`config.mk`:
```
export PLATFORM = sky130hd
export DESIGN_NAME = xic_top
export DESIGN_NICKNAME = d
export VERILOG_FILES = /design/src/rtl/xic_pkg.sv /design/src/rtl/xic_chan_if.sv /design/src/rtl/xic_chan.sv /design/src/rtl/xic_top.sv
export VERILOG_INCLUDE_DIRS = /design/src /design/src/rtl
export SDC_FILE = /design/constraint.sdc
export NUM_CORES = 1
export LEC_CHECK = 0
export ABC_AREA = 1
export CAP_MARGIN = 25
export CORE_MARGIN = 2
export CORE_UTILIZATION = 39
export DETAILED_ROUTE_END_ITERATION = 8
export DONT_BUFFER_PORTS = 1
export GPL_TIMING_DRIVEN = 0
export PLACE_DENSITY = 0.61
export REMOVE_ABC_BUFFERS = 1
export SETUP_SLACK_MARGIN = 0.15
export SYNTH_ARGS = -nofsm -noshare
export SYNTH_HDL_FRONTEND = slang
export SYNTH_SLANG_ARGS = --single-unit
```
`constraint.sdc`:
```
create_clock -name sys_clk_i -period 0.9 [get_ports sys_clk_i]
set_input_delay 0.09 -clock sys_clk_i [delete_from_list [all_inputs] [get_ports sys_clk_i]]
set_output_delay 0.09 -clock sys_clk_i [all_outputs]
set_load 0.05 [all_outputs]
```
`src/rtl/xic_defines.svh`:
```
`ifndef XIC_DEFINES_SVH
`define XIC_DEFINES_SVH

// Special-function byte addresses
`define XIC_CTRL_ADDR     8'hc0
`define XIC_PORT_ADDR     8'hc8
// Bit address of each control bit is base plus bit index
`define XIC_CTRL_BIT_BASE 8'hc0
`define XIC_PORT_BIT_BASE 8'hc8
// Control register field positions
`define XIC_IT2_POS       3'h0
`define XIC_IE2_POS       3'h1
`define XIC_EX2_POS       3'h2
`define XIC_PX2_POS       3'h3
`define XIC_IT3_POS       3'h4
`define XIC_IE3_POS       3'h5
`define XIC_EX3_POS       3'h6
`define XIC_PX3_POS       3'h7
// Port pin carrying each channel input
`define XIC_CH2_PIN       2'h3
`define XIC_CH3_PIN       2'h2
// Reset values
`define XIC_CTRL_RESET    8'h00
`define XIC_PORT_RESET    4'hf

`endif

```
`src/rtl/xic_pkg.sv`:
```
package xic_pkg;
    typedef enum logic [1:0] {
        XIC_OP_NONE  = 2'b00,
        XIC_OP_WRITE = 2'b01,
        XIC_OP_SETB  = 2'b10,
        XIC_OP_CLRB  = 2'b11
    } xic_op_e;

    typedef struct packed {
        logic       edge_select;
        logic       pin_prev;
        logic       pending;
    } xic_chan_s;
endpackage

```
`src/rtl/xic_chan_if.sv`:
```
`timescale 1ns/1ps
interface xic_chan_if;
    logic pin_sync;
    logic edge_select;
    logic vector_ack;
    logic pending;

    modport owner (output pin_sync, output edge_select, output vector_ack, input pending);
    modport chan  (input pin_sync, input edge_select, input vector_ack, output pending);
endinterface

```
`src/rtl/xic_chan.sv`:
```
`timescale 1ns/1ps
`include "xic_defines.svh"
module xic_chan
    import xic_pkg::*;
(
    // Clock and reset
    input  wire logic sys_clk_i,
    input  wire logic rst_b_i,
    // Channel link
    xic_chan_if.chan  ch
);
    xic_chan_s st;
    xic_chan_s next_st;

    always_comb begin
        next_st             = st;
        next_st.edge_select = ch.edge_select;
        next_st.pin_prev    = ch.pin_sync;
        if (ch.edge_select) begin
            // Edge wins over a same-cycle vector clear
            if (st.pin_prev && !ch.pin_sync) begin
                next_st.pending = 1'b1;
            end else if (ch.vector_ack) begin
                next_st.pending = 1'b0;
            end
        end else begin
            next_st.pending = !ch.pin_sync;
        end
    end

    always_ff @(posedge sys_clk_i or negedge rst_b_i) begin
        if (!rst_b_i) begin
            st <= '{edge_select: 1'b0, pin_prev: 1'b1, pending: 1'b0};
        end else begin
            st <= next_st;
        end
    end

    assign ch.pending = st.pending;
endmodule

```
`src/rtl/xic_top.sv`:
```
`timescale 1ns/1ps
`include "xic_defines.svh"
// Behaviour
// - Control register sits at C0H; every bit except the pending bits 1 and 5 set/clearable by bit instructions.
// - Bit address C2H is the channel-2 enable bit.
// - Priority bit set puts channel at high level, clear at low.
// - Request reaches the core only while the channel enable is set.
// - Edge select 1 detects falling edge; 0 detects low level.
// - Edge mode: edge sets pending, vectoring to the routine clears it.
// - Channels 2 and 3 behave like standard external interrupts 0 and 1.
// - Channel inputs are alternate functions of port bits 3 and 2.
// - Extra port is four bidirectional bit-addressable bits.
// - Reset clears the control register to zero.
module xic_top
    import xic_pkg::*;
(
    // Clock and reset
    input  wire logic       sys_clk_i,
    input  wire logic       rst_b_i,
    // Special-function access from the core
    input  wire xic_op_e    sfr_op_i,
    input  wire logic [7:0] sfr_addr_i,
    input  wire logic [7:0] sfr_wdata_i,
    input  wire logic       sfr_rd_i,
    output logic      [7:0] sfr_rdata_o,
    // Core interrupt controller
    input  wire logic       vector_ch2_i,
    input  wire logic       vector_ch3_i,
    output logic            irq_req_ch2_o,
    output logic            irq_req_ch3_o,
    output logic            priority_high_ch2_o,
    output logic            priority_high_ch3_o,
    // Extra nibble port pins
    input  wire logic [3:0] extra_nibble_port_i,
    output logic      [3:0] extra_nibble_port_o,
    output logic      [3:0] extra_nibble_port_oe_b_o
);
    typedef struct packed {
        logic [3:0] pin_meta;
        logic [3:0] pin_sync;
        logic [7:0] ctrl;
        logic [3:0] latch;
        logic [7:0] rdata;
        logic       req2;
        logic       req3;
        logic       pri2;
        logic       pri3;
    } xic_top_s;

    xic_top_s st;
    xic_top_s next_st;

    xic_chan_if ch2_if ();
    xic_chan_if ch3_if ();

    // Channel inputs taken from the synchronised port pins
    assign ch2_if.pin_sync    = st.pin_sync[`XIC_CH2_PIN];
    assign ch3_if.pin_sync    = st.pin_sync[`XIC_CH3_PIN];
    assign ch2_if.edge_select = st.ctrl[`XIC_IT2_POS];
    assign ch3_if.edge_select = st.ctrl[`XIC_IT3_POS];
    assign ch2_if.vector_ack  = vector_ch2_i;
    assign ch3_if.vector_ack  = vector_ch3_i;

    // Same engine as the standard external interrupts
    xic_chan u_ch2 (
        .sys_clk_i (sys_clk_i),
        .rst_b_i   (rst_b_i),
        .ch        (ch2_if.chan)
    );

    xic_chan u_ch3 (
        .sys_clk_i (sys_clk_i),
        .rst_b_i   (rst_b_i),
        .ch        (ch3_if.chan)
    );

    logic       ctrl_bit_hit;
    logic       port_bit_hit;
    logic [2:0] bit_idx;

    always_comb begin
        bit_idx      = sfr_addr_i[2:0];
        ctrl_bit_hit = (sfr_addr_i[7:3] == 5'(`XIC_CTRL_BIT_BASE >> 3));
        port_bit_hit = (sfr_addr_i[7:3] == 5'(`XIC_PORT_BIT_BASE >> 3)) && !sfr_addr_i[2];
    end

    always_comb begin
        next_st          = st;
        next_st.pin_meta = extra_nibble_port_i;
        next_st.pin_sync = st.pin_meta;

        // Pending bits mirror the channel engines
        next_st.ctrl[`XIC_IE2_POS] = ch2_if.pending;
        next_st.ctrl[`XIC_IE3_POS] = ch3_if.pending;

        unique case (sfr_op_i)
            XIC_OP_NONE: begin
            end
            XIC_OP_WRITE: begin
                if (sfr_addr_i == `XIC_CTRL_ADDR) begin
                    next_st.ctrl = sfr_wdata_i;
                    // Pending is hardware owned; software writes are ignored
                    next_st.ctrl[`XIC_IE2_POS] = ch2_if.pending;
                    next_st.ctrl[`XIC_IE3_POS] = ch3_if.pending;
                end else if (sfr_addr_i == `XIC_PORT_ADDR) begin
                    next_st.latch = sfr_wdata_i[3:0];
                end
            end
            XIC_OP_SETB, XIC_OP_CLRB: begin
                // Bit C2H lands on the channel-2 enable
                if (ctrl_bit_hit && bit_idx != `XIC_IE2_POS && bit_idx != `XIC_IE3_POS) begin
                    next_st.ctrl[bit_idx] = (sfr_op_i == XIC_OP_SETB);
                end else if (port_bit_hit) begin
                    next_st.latch[bit_idx[1:0]] = (sfr_op_i == XIC_OP_SETB);
                end
            end
        endcase

        // Registered read data
        next_st.rdata = 8'h00;
        if (sfr_rd_i) begin
            if (sfr_addr_i == `XIC_CTRL_ADDR) begin
                next_st.rdata = st.ctrl;
            end else if (sfr_addr_i == `XIC_PORT_ADDR) begin
                next_st.rdata = {4'h0, st.pin_sync};
            end
        end

        next_st.req2 = ch2_if.pending && st.ctrl[`XIC_EX2_POS];
        next_st.req3 = ch3_if.pending && st.ctrl[`XIC_EX3_POS];
        next_st.pri2 = st.ctrl[`XIC_PX2_POS];
        next_st.pri3 = st.ctrl[`XIC_PX3_POS];
    end

    always_ff @(posedge sys_clk_i or negedge rst_b_i) begin
        if (!rst_b_i) begin
            st.pin_meta <= 4'hf;
            st.pin_sync <= 4'hf;
            st.ctrl     <= `XIC_CTRL_RESET;
            st.latch    <= `XIC_PORT_RESET;
            st.rdata    <= 8'h00;
            st.req2     <= 1'b0;
            st.req3     <= 1'b0;
            st.pri2     <= 1'b0;
            st.pri3     <= 1'b0;
        end else begin
            st <= next_st;
        end
    end

    // Quasi-bidirectional: drive low only, latch 1 releases the pin as input
    logic [3:0] oe_b;
    always_comb begin
        oe_b = st.latch;
    end

    assign sfr_rdata_o              = st.rdata;
    assign irq_req_ch2_o            = st.req2;
    assign irq_req_ch3_o            = st.req3;
    assign priority_high_ch2_o      = st.pri2;
    assign priority_high_ch3_o      = st.pri3;
    assign extra_nibble_port_o      = 4'h0;
    assign extra_nibble_port_oe_b_o = oe_b;
endmodule
```
==> impl_results.md <==
- Die area: 0.00518 sq mm
- Share of cells above drive strength 1: 0.413
- Area growth from synthesis to layout: 20.2%
- F_max: 845 MHz
- Routability Congestion: 0.790
- Gr usage total: 0.145
- CP max FO: 3
- EDFF count, synth: 0
- Placement Rows: 24
- Core ar.: 0.00441 sq mm
- Drt total wl: 3550 um
- Hold WS: -0.499 ns
- Async SR Flop Fraction: 1.00
- Outcome: finished with violations
- DRC violations left: 0
- Setup tns final: -1.75 ns
- Die Y: 72.0 um
- CTS hold repair buffers: 8
- CP required: 1.12 ns
- Seq/Total Area, Yosys: 0.510
- Final nets: 251
- First-pass GRT wire length: 5800 um
- DP Area: 0.00174 sq mm
- Synth warn: 0
- Initial antenna violation count: 0
- Most frequent cells in the layout: nand2_1, nand3_1, inv_2
- Number of global-route vias before repair: 1250
- Yosys cell types: 23
- H-tree levels: 2
- Minimum clock period: 1.18 ns
- Largest net degree at the start of global routing: 37
- Hold crit path type: in -> async
- Max-slew violations: 0
- Fin crit share: 1.31
- I/O Pins: 47
- Post-Place Worst Slack: -0.311 ns
- Critical path arrival: 1.40 ns
- CP startpoint kind: flop
- CTS tree: built
- Pwr Density: 1690 mW/mm^2
- Crit path capture type: flop
- Via/cell ratio: 4.71
- Flops & latches, synth: 36
- Mapped Cells: 214
- Drt initial violations: 43
- Post-DP HPWL: 2450 um
- GRT overflow: 0
- Longest Clk Path Bufs: 2
- Overall Power: 3.65 mW
- R2r setup slk: -0.28 ns
- Commonest non-fill, non-tap cell in the layout: nand2_1
- RSZ-0062 raised after global routing: yes
- Cell area after synthesis: 0.00180 sq mm
- Max-cap check violation count: 0
- Final Setup Violations: 9
- TritonRoute pass-1 iters: 4
- CP Class: reg -> reg
- Port bufs: 0
- Worst Skew: 0.00515 ns
- CTS Buf Count: 5
- Finished Cell Area: 0.00217 sq mm
- Total clock sinks: 36
- Failing checks: hold timing, setup timing
- Via Count: 1304
- Skew-Pair Late Insertion Delay: 0.28 ns
- Top FF cell, synth: dfrtp_1
- Fin worst setup slack: -0.283 ns
- Post-route ant nets: 0
- Die width: 72.0 um
- Root Buffer: clkbuf_8
- Mean Syn Cell Area: 8.42 sq um
- Peak supply drop: 852 uV
- Leak: 1.07 nW
- Post-detailed-route wirelength per cell: 12.8 um
- Inserted Diodes: 0
- Initial core utilization: 0.408
- Endpoints failing hold: 36
- Worst-path clk slew: 0.07 ns
-- registers in the layout, indices dropped and copies added (netlist names) --
register / count
ch2_if.edge_select: 1
ch2_if.pin_sync: 1
ch3_if.edge_select: 1
ch3_if.pin_sync: 1
extra_nibble_port_oe_b_o: 4
irq_req_ch2_o: 1
irq_req_ch3_o: 1
next_st: 6
priority_high_ch2_o: 1
priority_high_ch3_o: 1
sfr_rdata_o: 8
st: 6
u_ch2.ch.pending: 1
u_ch2.st: 1
u_ch3.ch.pending: 1
u_ch3.st: 1
-- kinds of logic (layout without fill, tap and decap cells) --
family,Yosys count,count (layout),synth area share
AO/OA/AOI/OAI,7,7,0.0229
buffers and inverters,42,50,0.123
flip-flops,36,36,0.510
other,1,4,0.00208
AND/OR/NAND/NOR,128,128,0.342
-- critical path: stages (launching register included) --
cell	delay (ns)
dfstp_2	0.71
inv_2	0.07
nand2_2	0.06
nand3_2	0.07
nand2_1	0.07
nand4_1	0.07
nand2_1	0.08
-- cells in the mapped netlist, types with 2 or more instances --
| cell | n | area (sq um) |
|---|---|---|
| nand3_1 | 24 | 120 |
| nor2_1 | 19 | 71.3 |
| inv_1 | 16 | 60.1 |
| buf_4 | 17 | 128 |
| dfrtp_1 | 22 | 551 |
| nand2_1 | 66 | 248 |
| nor3_1 | 3 | 15.0 |
| nor2_8 | 2 | 40.0 |
| nand2_2 | 4 | 25.0 |
| o21ai_0 | 3 | 15.0 |
| inv_2 | 6 | 22.5 |
| clkbuf_1 | 2 | 7.51 |
| nand2_4 | 2 | 22.5 |
| nor2_4 | 2 | 22.5 |
| dfstp_2 | 14 | 368 |
| o21bai_1 | 2 | 15.0 |
| nand4_1 | 4 | 25.0 |
-- final cells by class --
| cell class | instances | area [sq um] |
|---|---|---|
| fillers | 425 | 2250 |
| multi-input cells | 139 | 773 |
| repair buffers | 19 | 196 |
| inverters | 23 | 86.3 |
| well taps | 52 | 65.1 |
| flip-flops and latches | 36 | 945 |
| clock buffers | 8 | 100 |
-- report_power, final --
part / internal (mW) / switching [mW]
logic: 0.190 / 0.261
registers: 1.77 / 0.215
clock network: 0.698 / 0.515
total: 2.66 / 0.991
-- path summary, 6_finish.rpt --
| kind | end | cells past startpoint | from |
|---|---|---|---|
| hold reg to reg | st[25] | 0 | next_st[25] |
| setup / recovery | extra_nibble_port_oe_b_o[1] | 6 | extra_nibble_port_oe_b_o[1] |
| max in group asynchronous | ch2_if.pin_sync | 0 | rst_b_i |
| setup reg to reg | extra_nibble_port_oe_b_o[1] | 6 | extra_nibble_port_oe_b_o[1] |
| min in group sys_clk_i | next_st[0] | 4 | sfr_wdata_i[7] |
| hold / removal | irq_req_ch3_o | 0 | rst_b_i |
-- metrics by stage --
step,utilization,instances
floorplan,-,198
global placement,0.395,250
detailed placement,0.395,250
CTS,0.466,276
global route,0.491,277
finish,0.491,277
-- layer usage --
layer / global-route usage / part of all wire
met1: 0.193 / 0.45
met2: 0.234 / 0.50
met3: 0.0444 / 0.055
met4: 0.0314 / 0.0023
met5: 0 / 0
-- what timing repair did --
item                                    4_1_cts  5_1_grt
gates resized for setup                      35       27
setup buffers                                10        1
endpoints found under the setup margin       32       37
endpoints found under the hold margin        46       36
pin swaps                                    16       16
No activity file was read; power rests on OpenSTA's default activity.
